**config.mk**
```make
export PLATFORM = sky130hd
export DESIGN_NAME = bfs_sequencer
export DESIGN_NICKNAME = d
export VERILOG_FILES = /design/src/pkg/bfs_pkg.sv /design/src/pkg/bfs_qual_if.sv /design/src/bfs_qualifier.sv /design/src/bfs_sequencer.sv
export VERILOG_INCLUDE_DIRS = /design/src /design/src/pkg
export SDC_FILE = /design/constraint.sdc
export NUM_CORES = 1
export LEC_CHECK = 0
export BUFFER_PORTS_ARGS = -buffer_cell sky130_fd_sc_hd__buf_2
export CORE_MARGIN = 1
export CORE_UTILIZATION = 48
export CTS_CLUSTER_DIAMETER = 80
export DETAILED_ROUTE_END_ITERATION = 8
export GPL_ROUTABILITY_DRIVEN = 0
export PLACE_DENSITY_LB_ADDON = 0.3
export RECOVER_POWER = 25
export SLEW_MARGIN = 20
export SYNTH_ARGS = -nofsm -noshare
export SYNTH_HDL_FRONTEND = slang
export SYNTH_HIERARCHICAL = 1
export SYNTH_SLANG_ARGS = --single-unit
export TNS_END_PERCENT = 100
```
**constraint.sdc**
```tcl
create_clock -name clk_i -period 6.8 [get_ports clk_i]
set_input_delay 0.68 -clock clk_i [delete_from_list [all_inputs] [get_ports clk_i]]
set_output_delay 0.68 -clock clk_i [all_outputs]
set_load 0.01 [all_outputs]
```
**src/pkg/bfs_params.svh**
```systemverilog
`ifndef BFS_PARAMS_SVH
`define BFS_PARAMS_SVH

// Time base.
`define BFS_CLK_MHZ          50

// Qualification and blanking times in nanoseconds.
`define BFS_T_SPIKE_NS       30000
`define BFS_T_OVP_HIGH_NS    150000
`define BFS_T_BLANK_NS       20000000
`define BFS_T_UNDERVOLT_NS   10030000
`define BFS_T_EXT_BLANK_NS   1000000
`define BFS_T_SOFT_NS        20000000

// Least time rounded up to whole cycles.
`define BFS_CYC(ns)          (((ns) * `BFS_CLK_MHZ + 999) / 1000)

// Register offsets.
`define BFS_REG_STATUS       8'h00
`define BFS_REG_MASK         8'h04
`define BFS_REG_STATE        8'h08

// Status and mask bit positions.
`define BFS_EV_BURST_IN      0
`define BFS_EV_BURST_OUT     1
`define BFS_EV_SOFT_DONE     2
`define BFS_EV_FAULT_LSB     3
`define BFS_EV_WIDTH         9

// Reset values.
`define BFS_STATUS_RST       9'h000
`define BFS_MASK_RST         9'h000

`endif

```
**src/pkg/bfs_pkg.sv**
```systemverilog
`default_nettype none

package bfs_pkg;

    typedef enum logic [2:0] {
        ST_CHARGE,
        ST_SOFT,
        ST_NORMAL,
        ST_BURST,
        ST_RESTART
    } bfs_state_t;

    // Qualifier slots; the first six are protection faults.
    typedef enum int {
        Q_OVP_SOFT  = 0,
        Q_OVP_HIGH  = 1,
        Q_OVERTEMP  = 2,
        Q_OVERLOAD  = 3,
        Q_UNDERVOLT = 4,
        Q_EXT       = 5,
        Q_FB_HIGH   = 6,
        Q_BURST     = 7,
        Q_EXT_WIN   = 8,
        Q_SOFT      = 9
    } bfs_qual_t;

endpackage : bfs_pkg

`default_nettype wire

```
**src/pkg/bfs_qual_if.sv**
```systemverilog
`default_nettype none

interface bfs_qual_if;
    logic cond;
    logic done;

    modport owner (output cond, input done);
    modport timer (input cond, output done);
endinterface : bfs_qual_if

`default_nettype wire

```
**src/bfs_qualifier.sv**
```systemverilog
`default_nettype none

// Persistence timer: done rises once cond has held for LIMIT cycles.
module bfs_qualifier
    import bfs_pkg::*;
#(
    parameter int           W     = 21,
    parameter logic [W-1:0] LIMIT = 21'd1500
) (
    // Clock and reset.
    input  wire logic clk_i,
    input  wire logic rstn_i,
    // Condition and result.
    bfs_qual_if.timer q
);

    logic [W-1:0] cnt;

    if (LIMIT == '0) begin : g_bad_limit
        $error("bfs_qualifier: LIMIT must be at least one cycle");
    end

    // Any drop of the condition starts the measurement over.
    always_ff @(posedge clk_i or negedge rstn_i) begin
        if (!rstn_i) begin
            cnt <= '0;
        end else if (!q.cond) begin
            cnt <= '0;
        end else if (cnt != LIMIT) begin
            cnt <= cnt + W'(1);
        end
    end

    assign q.done = (cnt == LIMIT);

endmodule : bfs_qualifier

`default_nettype wire

```
**src/bfs_sequencer.sv**
```systemverilog
// The address-and-strobe port and the register offsets were chosen for this implementation.
`default_nettype none
`include "bfs_params.svh"

// Summary of operation
// RULE_01: Burst blanking counter stays zero normally, counts while feedback below 1.35 V.
// RULE_02: Burst mode entered only after 20 ms with feedback still below 1.35 V.
// RULE_03: Burst entry sets burst flag and switches internal bias off.
// RULE_04: Startup cell stays disabled throughout burst mode.
// RULE_05: In burst, feedback above 3.5 V re-enables bias and switching.
// RULE_06: Switching in burst uses the reduced 0.34 V current limit.
// RULE_07: In burst, feedback down to 3.0 V switches bias off again.
// RULE_08: Feedback above 4.0 V leaves burst and restores full current limit.
// RULE_09: Supply above 20.5 V with feedback above 4 V in soft start, 30 us.
// RULE_10: Supply above 25.5 V for 150 us restarts; inactive during burst.
// RULE_11: Over-temperature held 30 us enters auto restart.
// RULE_12: Overload: feedback high 20 ms, then blanking pin above 4.0 V 30 us.
// RULE_13: Supply below 10.5 V for 10 ms plus 30 us enters auto restart.
// RULE_14: Blanking pin below 0.33 V for 30 us requests auto restart.
// RULE_15: Only overload uses extended blanking; other faults restart directly.
// RULE_16: Restart stops switching, cell on at turn-off, off at turn-on.
// RULE_17: Each restart runs soft start, then rechecks faults before normal operation.
// RULE_18: External restart request ignored for 1 ms after start up.
// RULE_19: Comparator flags synchronised; all times counted on one clock.
module bfs_sequencer
    import bfs_pkg::*;
#(
    parameter int QW          = 21,
    parameter int T_SPIKE_CYC = `BFS_CYC(`BFS_T_SPIKE_NS),
    parameter int T_OVPH_CYC  = `BFS_CYC(`BFS_T_OVP_HIGH_NS),
    parameter int T_BLANK_CYC = `BFS_CYC(`BFS_T_BLANK_NS),
    parameter int T_UV_CYC    = `BFS_CYC(`BFS_T_UNDERVOLT_NS),
    parameter int T_EXTW_CYC  = `BFS_CYC(`BFS_T_EXT_BLANK_NS),
    parameter int T_SOFT_CYC  = `BFS_CYC(`BFS_T_SOFT_NS)
) (
    // Clock and reset.
    input  wire logic       clk_i,
    input  wire logic       rstn_i,
    // Comparator flags from the analog section.
    input  wire logic       fb_below_entry_i,
    input  wire logic       fb_above_wake_i,
    input  wire logic       fb_below_sleep_i,
    input  wire logic       fb_above_high_i,
    input  wire logic       blank_above_high_i,
    input  wire logic       blank_below_ext_i,
    input  wire logic       vcc_above_soft_ovp_i,
    input  wire logic       vcc_above_ovp_i,
    input  wire logic       vcc_below_uv_i,
    input  wire logic       vcc_at_turn_on_i,
    input  wire logic       vcc_at_turn_off_i,
    input  wire logic       overtemp_i,
    // Power stage control.
    output logic            burst_flag_o,
    output logic            bias_en_o,
    output logic            switching_en_o,
    output logic            reduced_limit_o,
    output logic            startup_cell_en_o,
    output logic            soft_start_o,
    output logic            blank_release_o,
    // Register port.
    input  wire logic [7:0] addr_i,
    input  wire logic [8:0] wdata_i,
    input  wire logic       wr_i,
    input  wire logic       rd_i,
    output logic      [8:0] rdata_o,
    // Interrupt.
    output logic            irq_o
);

    localparam int NSYNC = 12;
    localparam int NQ    = 10;
    localparam int QMAX  = (1 << QW) - 1;

    if (T_SPIKE_CYC < 1 || T_OVPH_CYC < 1 || T_BLANK_CYC < 1 || T_UV_CYC < 1 ||
        T_EXTW_CYC < 1 || T_SOFT_CYC < 1 || T_SPIKE_CYC > QMAX || T_OVPH_CYC > QMAX ||
        T_BLANK_CYC > QMAX || T_UV_CYC > QMAX || T_EXTW_CYC > QMAX ||
        T_SOFT_CYC > QMAX) begin : g_bad_times
        $error("bfs_sequencer: a time count does not fit the qualifier width");
    end

    function automatic logic [QW-1:0] limit_of(input int idx);
        case (idx)
            Q_OVP_HIGH:  limit_of = QW'(T_OVPH_CYC);
            Q_FB_HIGH:   limit_of = QW'(T_BLANK_CYC);
            Q_BURST:     limit_of = QW'(T_BLANK_CYC);
            Q_UNDERVOLT: limit_of = QW'(T_UV_CYC);
            Q_EXT_WIN:   limit_of = QW'(T_EXTW_CYC);
            Q_SOFT:      limit_of = QW'(T_SOFT_CYC);
            default:     limit_of = QW'(T_SPIKE_CYC);
        endcase
    endfunction : limit_of

    // Two-stage synchronisers for all comparator flags.
    logic [NSYNC-1:0] sync_a;
    logic [NSYNC-1:0] sync_b;
    logic [NSYNC-1:0] raw_flags;

    assign raw_flags = {overtemp_i, vcc_at_turn_off_i, vcc_at_turn_on_i, vcc_below_uv_i,
                        vcc_above_ovp_i, vcc_above_soft_ovp_i, blank_below_ext_i,
                        blank_above_high_i, fb_above_high_i, fb_below_sleep_i,
                        fb_above_wake_i, fb_below_entry_i};

    always_ff @(posedge clk_i or negedge rstn_i) begin // see RULE_19
        if (!rstn_i) begin
            sync_a <= '0;
            sync_b <= '0;
        end else begin
            sync_a <= raw_flags;
            sync_b <= sync_a;
        end
    end

    logic s_fb_low;
    logic s_wake;
    logic s_sleep;
    logic s_fb_high;
    logic s_ba_high;
    logic s_ba_low;
    logic s_ovp_soft;
    logic s_ovp;
    logic s_uv;
    logic s_von;
    logic s_voff;
    logic s_otemp;

    assign {s_otemp, s_voff, s_von, s_uv, s_ovp, s_ovp_soft, s_ba_low, s_ba_high,
            s_fb_high, s_sleep, s_wake, s_fb_low} = sync_b;

    // Persistence timers, one per qualified condition.
    bfs_qual_if q [NQ] ();
    logic [NQ-1:0] q_done;

    for (genvar i = 0; i < NQ; i++) begin : g_qual
        bfs_qualifier #(
            .W     (QW),
            .LIMIT (limit_of(i))
        ) u_qual (
            .clk_i  (clk_i),
            .rstn_i (rstn_i),
            .q      (q[i])
        );
        assign q_done[i] = q[i].done;
    end

    bfs_state_t state;
    logic       burst_bias;
    logic       cell_on;
    logic       powered;
    logic [5:0] fault_vec;
    logic       fault_any;
    logic       ext_armed;

    assign powered   = (state == ST_SOFT) || (state == ST_NORMAL) || (state == ST_BURST);
    assign ext_armed = q_done[Q_EXT_WIN]; // see RULE_18

    // Each fault has its own qualification; only overload passes the extra blanking stage.
    assign q[Q_OVP_SOFT].cond  = s_ovp_soft && s_fb_high && (state == ST_SOFT); // see RULE_09
    assign q[Q_OVP_HIGH].cond  = s_ovp && powered && (state != ST_BURST); // see RULE_10
    assign q[Q_OVERTEMP].cond  = s_otemp && powered; // see RULE_11
    assign q[Q_FB_HIGH].cond   = s_fb_high && ((state == ST_SOFT) || (state == ST_NORMAL));
    assign q[Q_OVERLOAD].cond  = q_done[Q_FB_HIGH] && s_ba_high; // see RULE_12
    assign q[Q_UNDERVOLT].cond = s_uv && powered; // see RULE_13
    assign q[Q_EXT_WIN].cond   = powered;
    assign q[Q_EXT].cond       = s_ba_low && ext_armed; // see RULE_14
    assign q[Q_BURST].cond     = s_fb_low && (state == ST_NORMAL); // see RULE_01
    assign q[Q_SOFT].cond      = (state == ST_SOFT);

    assign fault_vec = q_done[5:0]; // see RULE_15
    assign fault_any = |fault_vec;

    // Operating state.
    always_ff @(posedge clk_i or negedge rstn_i) begin
        if (!rstn_i) begin
            state <= ST_CHARGE;
        end else begin
            case (state)
                ST_CHARGE: begin
                    if (s_von) begin
                        state <= ST_SOFT;
                    end
                end
                ST_SOFT: begin
                    if (fault_any) begin
                        state <= ST_RESTART;
                    end else if (q_done[Q_SOFT]) begin
                        state <= ST_NORMAL; // see RULE_17
                    end
                end
                ST_NORMAL: begin
                    if (fault_any) begin
                        state <= ST_RESTART;
                    end else if (q_done[Q_BURST]) begin
                        state <= ST_BURST; // see RULE_02
                    end
                end
                ST_BURST: begin
                    if (fault_any) begin
                        state <= ST_RESTART;
                    end else if (s_fb_high) begin
                        state <= ST_NORMAL; // see RULE_08
                    end
                end
                ST_RESTART: begin
                    if (cell_on && s_von) begin
                        state <= ST_SOFT; // see RULE_16
                    end
                end
                default: begin
                    state <= ST_CHARGE;
                end
            endcase
        end
    end

    // Bias inside burst mode follows the wake and sleep comparators.
    always_ff @(posedge clk_i or negedge rstn_i) begin
        if (!rstn_i) begin
            burst_bias <= 1'b0;
        end else if (state != ST_BURST) begin
            burst_bias <= 1'b0; // see RULE_03
        end else if (s_wake) begin
            burst_bias <= 1'b1; // see RULE_05
        end else if (s_sleep) begin
            burst_bias <= 1'b0; // see RULE_07
        end
    end

    // Startup cell: on from power-on, and in restart once supply reaches turn-off.
    always_ff @(posedge clk_i or negedge rstn_i) begin
        if (!rstn_i) begin
            cell_on <= 1'b1;
        end else if (cell_on && s_von) begin
            cell_on <= 1'b0; // see RULE_16
        end else if ((state == ST_RESTART) && s_voff) begin
            cell_on <= 1'b1; // see RULE_16
        end
    end

    assign burst_flag_o      = (state == ST_BURST); // see RULE_03
    assign bias_en_o         = powered && ((state != ST_BURST) || burst_bias);
    assign switching_en_o    = bias_en_o && !(s_ba_low && ext_armed);
    assign reduced_limit_o   = (state == ST_BURST) && burst_bias; // see RULE_06
    assign startup_cell_en_o = cell_on && !powered; // see RULE_04
    assign soft_start_o      = (state == ST_SOFT);
    assign blank_release_o   = q_done[Q_FB_HIGH]; // see RULE_12

    // Events, sticky status, mask and interrupt.
    logic [`BFS_EV_WIDTH-1:0] events;
    logic [`BFS_EV_WIDTH-1:0] status;
    logic [`BFS_EV_WIDTH-1:0] mask;
    logic [`BFS_EV_WIDTH-1:0] clr;

    always_comb begin
        events = '0;
        events[`BFS_EV_BURST_IN]  = (state == ST_NORMAL) && q_done[Q_BURST] && !fault_any;
        events[`BFS_EV_BURST_OUT] = (state == ST_BURST) && s_fb_high && !fault_any;
        events[`BFS_EV_SOFT_DONE] = (state == ST_SOFT) && q_done[Q_SOFT] && !fault_any;
        events[`BFS_EV_FAULT_LSB +: 6] = powered ? fault_vec : 6'h00;
    end

    assign clr = (wr_i && (addr_i == `BFS_REG_STATUS)) ? wdata_i : '0;

    // A new event wins over a clear in the same cycle.
    always_ff @(posedge clk_i or negedge rstn_i) begin
        if (!rstn_i) begin
            status <= `BFS_STATUS_RST;
        end else begin
            status <= (status & ~clr) | events;
        end
    end

    always_ff @(posedge clk_i or negedge rstn_i) begin
        if (!rstn_i) begin
            mask <= `BFS_MASK_RST;
        end else if (wr_i && (addr_i == `BFS_REG_MASK)) begin
            mask <= wdata_i;
        end
    end

    always_ff @(posedge clk_i or negedge rstn_i) begin
        if (!rstn_i) begin
            rdata_o <= '0;
        end else if (rd_i) begin
            case (addr_i)
                `BFS_REG_STATUS: rdata_o <= status;
                `BFS_REG_MASK:   rdata_o <= mask;
                `BFS_REG_STATE:  rdata_o <= {1'b0, reduced_limit_o, startup_cell_en_o,
                                             bias_en_o, switching_en_o, burst_flag_o,
                                             state};
                default:         rdata_o <= '0;
            endcase
        end else begin
            rdata_o <= '0;
        end
    end

    assign irq_o = |(status & mask);

    // Checks.
    logic [QW-1:0] low_run;

    always_ff @(posedge clk_i or negedge rstn_i) begin
        if (!rstn_i) begin
            low_run <= '0;
        end else if (!(s_fb_low && (state == ST_NORMAL))) begin
            low_run <= '0;
        end else if (low_run != QW'(QMAX)) begin
            low_run <= low_run + QW'(1);
        end
    end
endmodule : bfs_sequencer

`default_nettype wire

```
* Word level (Yosys, flattened, before mapping)
Index checks and enable logic that the tools add are counted.
Word-level totals: input bits 33, word-level logic and storage cells 149, register bits 266, output and inout port bits 17
Cells by class: mux-type cells 38, add/subtract/negate cells 10, reduce and logical (&&, ||, !) cells 37, bitwise logic cells 4, equality and inequality tests 42
Operator list (number):
- 21-bit two-way mux | 20
- 21-bit by 1-bit adder with 21-bit output, second input constant | 10
- 21-bit by 11-bit equality test with 1-bit output, second input constant | 4
- 21-bit by 11-bit != test with 1-bit output, second input constant | 4
- 21-bit by 20-bit equality test with 1-bit output, second input constant | 3
- 21-bit by 20-bit != test with 1-bit output, second input constant | 3
- 9-bit case mux with 3 select lines | 1
- 1-bit logical AND | 24
- 3-bit two-way mux | 8
- 2-bit != test, second input constant | 12
- 21-bit by 13-bit equality test with 1-bit output, second input constant | 1
- 21-bit by 16-bit equality test with 1-bit output, second input constant | 1
- 21-bit by 19-bit equality test with 1-bit output, second input constant | 1
- 21-bit by 13-bit != test with 1-bit output, second input constant | 1
- 21-bit by 16-bit != test with 1-bit output, second input constant | 1
- 21-bit by 19-bit != test with 1-bit output, second input constant | 1
- 9-bit AND | 2
- 9-bit two-way mux | 2
- 3-bit case mux with 5 select lines | 1
- 9-bit inverter | 1
- 9-bit OR | 1
- 9-bit OR reduction | 1
- 8-bit by 3-bit equality test with 1-bit output, second input constant | 1
- 8-bit by 4-bit equality test with 1-bit output, second input constant | 1
- other kinds (16) | 26

* Depth between registers and ports, before layout
depth in word-level cells 7, mapped depth 11, gate-level depth less buffers 9

* Modules after synthesis
Netlist, hierarchy kept.
By module, submodules not included:
- bfs_qualifier (g_qual[0].u_qual ...) | times used 4, cells an instance 125, area an instance 1163.6 um2, seq. area each 525.5 um2
- bfs_qualifier (g_qual[6].u_qual ...) | times used 3, cells an instance 121, area an instance 1168.6 um2, seq. area each 525.5 um2
- bfs_sequencer | times used 1, cells an instance 182, area an instance 2230.9 um2, seq. area each 1402.6 um2
- bfs_qualifier (g_qual[4].u_qual) | times used 1, cells an instance 117, area an instance 1228.7 um2, seq. area each 525.5 um2
- bfs_qualifier (g_qual[1].u_qual) | times used 1, cells an instance 138, area an instance 1216.2 um2, seq. area each 525.5 um2
- bfs_qualifier (g_qual[8].u_qual) | times used 1, cells an instance 124, area an instance 1161.1 um2, seq. area each 525.5 um2

* Worst setup path after synthesis
No wires, ideal clock.
kind register -> output, from register g_qual[8].u_qual.cnt[0], to output switching_en_o, path buffers 0, cell stages (with the launch flop) 8, required time 6.120 ns, arrival time 1.857 ns, path slack 4.263 ns, cell sequence dfrtp_1 inv_1 ha_1 or3b_2 or4_4 nor2_1 nand2_1 and2_1
Between the ends: cells in the longest elaborated chain, start to end 4
RTL lines:
- start: declaration | RTL line bfs_qualifier.sv:17 | logic [W-1:0] cnt;
- start signal: assignment | RTL line bfs_qualifier.sv:30 | cnt <= cnt + W'(1);
- 21-bit by 16-bit equality test with 1-bit output | RTL line bfs_qualifier.sv:34 | assign q.done = (cnt == LIMIT);
- named net ext_armed | RTL line bfs_sequencer.sv:151 | logic ext_armed;
- 1-bit logical AND | RTL line bfs_sequencer.sv:241 | assign switching_en_o = bias_en_o && !(s_ba_low && ext_armed);
- 1-bit zero test | RTL line bfs_sequencer.sv:241
- 1-bit logical AND | RTL line bfs_sequencer.sv:241
- end: declaration | RTL line bfs_sequencer.sv:55 | output logic switching_en_o,
The timed path passes the listed nets, and every way through them passes these cells.

* Final worst setup path
Same ends and word-level chain as after synthesis.

==> results.toml <==
[floorplan]
pin_count = 50
die-area_um2 = 29800
die_width_um = 173
core_um2 = 28700
fp.dieH_um = 173
rows = 62
initial_utilization_pct = 48.8

[layout]
register_area_um2 = 6660
area_growth_pct = 10.3
stdcell_count = 1860
fin_area_um2 = 15400
fillers = 2525
nets = 1507
multi_input_area_um2 = 6820
drive_above_1_share_pct = 10.9

[timing]
setup_tns_ns = 0
max_freq_ghz = 0.301
finClkSkew_ns = 0.00913
setup_viol = 0
fin_crit_ns = 3.33
tightest_slew_ns = 0.950
rsz0062_at_grt = "false"
fin_crit_sh_pct = 48.9
slew_headroom_pct = 36.6
hold_viol = 0
slew_violations = 0
setup_ws_ns = 3.47

[synthesis]
synth_most_common_cell = "dfrtp_1"
yosysTopAreaCell = "dfrtp_1"
ys_types = 71
ys_warn_count = 6
synth_cells = 1424
synth_area_um2 = 14000
synth-edff-count = 0
synth-main-ff-cell = "dfrtp_1"
ys_seq_area_share_pct = 47.6
netlist_top_cells_count = "265 x dfrtp_1, 106 x nand2_1, 104 x nor2_1"
postSynth.asyncResetShare_pct = 100
syn_area_per_cell_um2 = 9.83
synthTopCellsByArea = "dfrtp_1 47%, xor2_1 4.0%, a21oi_1 3.4%"
ys_ff_latch = 266
syn_nets = 1477
synth_top_area_share_pct = 47.4

[clock_network]
clk_latency_ns = 0.54
root_buffer = "clkbuf_16"
clk_path_buf_depth = 3
cts_resized = 0
postCtsSetupBuffers = 0
cts_tree = "done"
cts.sinks = 266
cts_buffers = 29
cts.clk_slew.worst_paths_ns = 0.06
hold_buffers = 0
h-tree-depth = 1

[critical_path]
critPathLaunchType = "register"
path_max_fanout = 6
path_class = "register to output pin"
path_buf_inv = 2
cp_cell_sequence = "inv_1, ha_1, or3b_2, or4_4, nor2_1, nand2_1, and2_1, buf_2"
critPathMaxStageDelay_ns = 0.46
critPathArrivalTime_ns = 2.65
path_delay_family = "simple AND/OR/NAND/NOR gates"
crit_required_ns = 6.12
rrSetupSlack_ns = 3.49
end_kind = "output pin"
cp_slowest_cell = "or4_4"

[global_route]
grt_usage_pct = 19.9
grt_pass1_wl_mm = 50.5
antenna_found_initial = 1
grt_overflow_total = 0
grt_max_degree = 110
first_global_vias = 10200

[drt]
wire_per_inst_um = 15.9
vias_per_cell = 5.73
ant_nets = 0
drtIter0Drc = 699
wl_mm = 29.5
drtPass1Iterations = 7
vias = 10700
route.detailed.drc = 1

[placed_design]
hpwl_mm = 19.9
portBuffers = 49
dp_cells = 1807
dp_worst_setup_slack_ns = 3.51
post_dp_cell_area_um2 = 14500

[min_path]
hold_path.class = "input pin to asynchronous set/reset pin"

[pwr]
powerDensity_nw_per_um2 = 230
finalPower_mw = 3.55
irDropWorstVdd_mv = 0.207
p_leak_nw = 6.53

[flow_run]
timing.max_cap.violations = 0

[outcome]
outcome = "finished with violations"
violations = "design-rule violations"
sequential cells by signal (all words and copies together) (netlist names):
register and cells:
burst_bias 1, cell_on 1, g_qual.u_qual/cnt 210, mask 9, rdata_o 9, state 3
status 9, sync_a 12, sync_b 12
stage by stage:
stage,hold WS (ns),util [%]
2_1_floorplan,0.331,-
3_5_place_dp,0.336,50.4
5_1_grt,0.218,53.8
3_3_place_gp,0.335,50.4
6_report,0.195,53.8
4_1_cts,0.218,53.8
cells by family (layout without fill, tap and decap cells):
family	after synthesis	count (layout)	synth area share [%]
XOR/XNOR	84	84	5.26
multiplexers	44	44	3.23
AND/OR/NAND/NOR	655	655	28.2
other	0	1	0
flip-flops	266	266	47.6
AO/OA/AOI/OAI	246	246	10.3
adder cells (fa/ha/maj)	20	20	1.79
buffers and inverters	109	160	3.64
metal layers:
metal | part of all wire [%] | GRT usage, % | wire length [um] | vias up
met2 | 46 | 30.9 | 13400 | 160
met4 | 2.0 | 5.60 | 599 | 0
met5 | 0 | 0 | 0 | -
li1 | - | - | - | 5215
met3 | 3.4 | 2.84 | 991 | 44
met1 | 49 | 29.2 | 14500 | 5234
cell type report:
class / count / area share [%]
tap: 384 / 3.11
multi-input combinational: 1049 / 44.2
timing repair buffer: 51 / 1.77
clock inverter: 10 / 0.843
sequential: 266 / 43.1
antenna: 1 / 0.0162
inverter: 57 / 1.39
clock buffer: 42 / 5.60
cells in the final DEF, fill, tap and decap left out, types with 36 or more instances in the layout:
cell,count
dfrtp_1,265
nand2_1,106
nor2_1,104
a21oi_1,94
nand3_1,88
o21ai_0,79
xor2_1,64
inv_1,51
or3_1,50
buf_2,47
nand4_1,41
and3_1,36
power breakdown:
group	internal, mW	total [mW]	switching [mW]
clock network	0.989	1.62	0.633
logic	0.0868	0.245	0.159
registers	1.63	1.69	0.0573
worst paths after layout:
check                                           end  cells after the start                     from
min in group clk_i                        sync_a[0]                      1         fb_below_entry_i
setup / recovery                     switching_en_o                      8  g_qual[8].u_qual/cnt[0]
setup reg to reg            g_qual[6].u_qual/cnt[2]                      8                 state[1]
max in group asynchronous  g_qual[0].u_qual/cnt[14]                      2                   rstn_i
hold / removal             g_qual[5].u_qual/cnt[16]                      1                   rstn_i
hold reg to reg                          sync_b[11]                      0               sync_a[11]
Power figures use the tool's default switching activity.
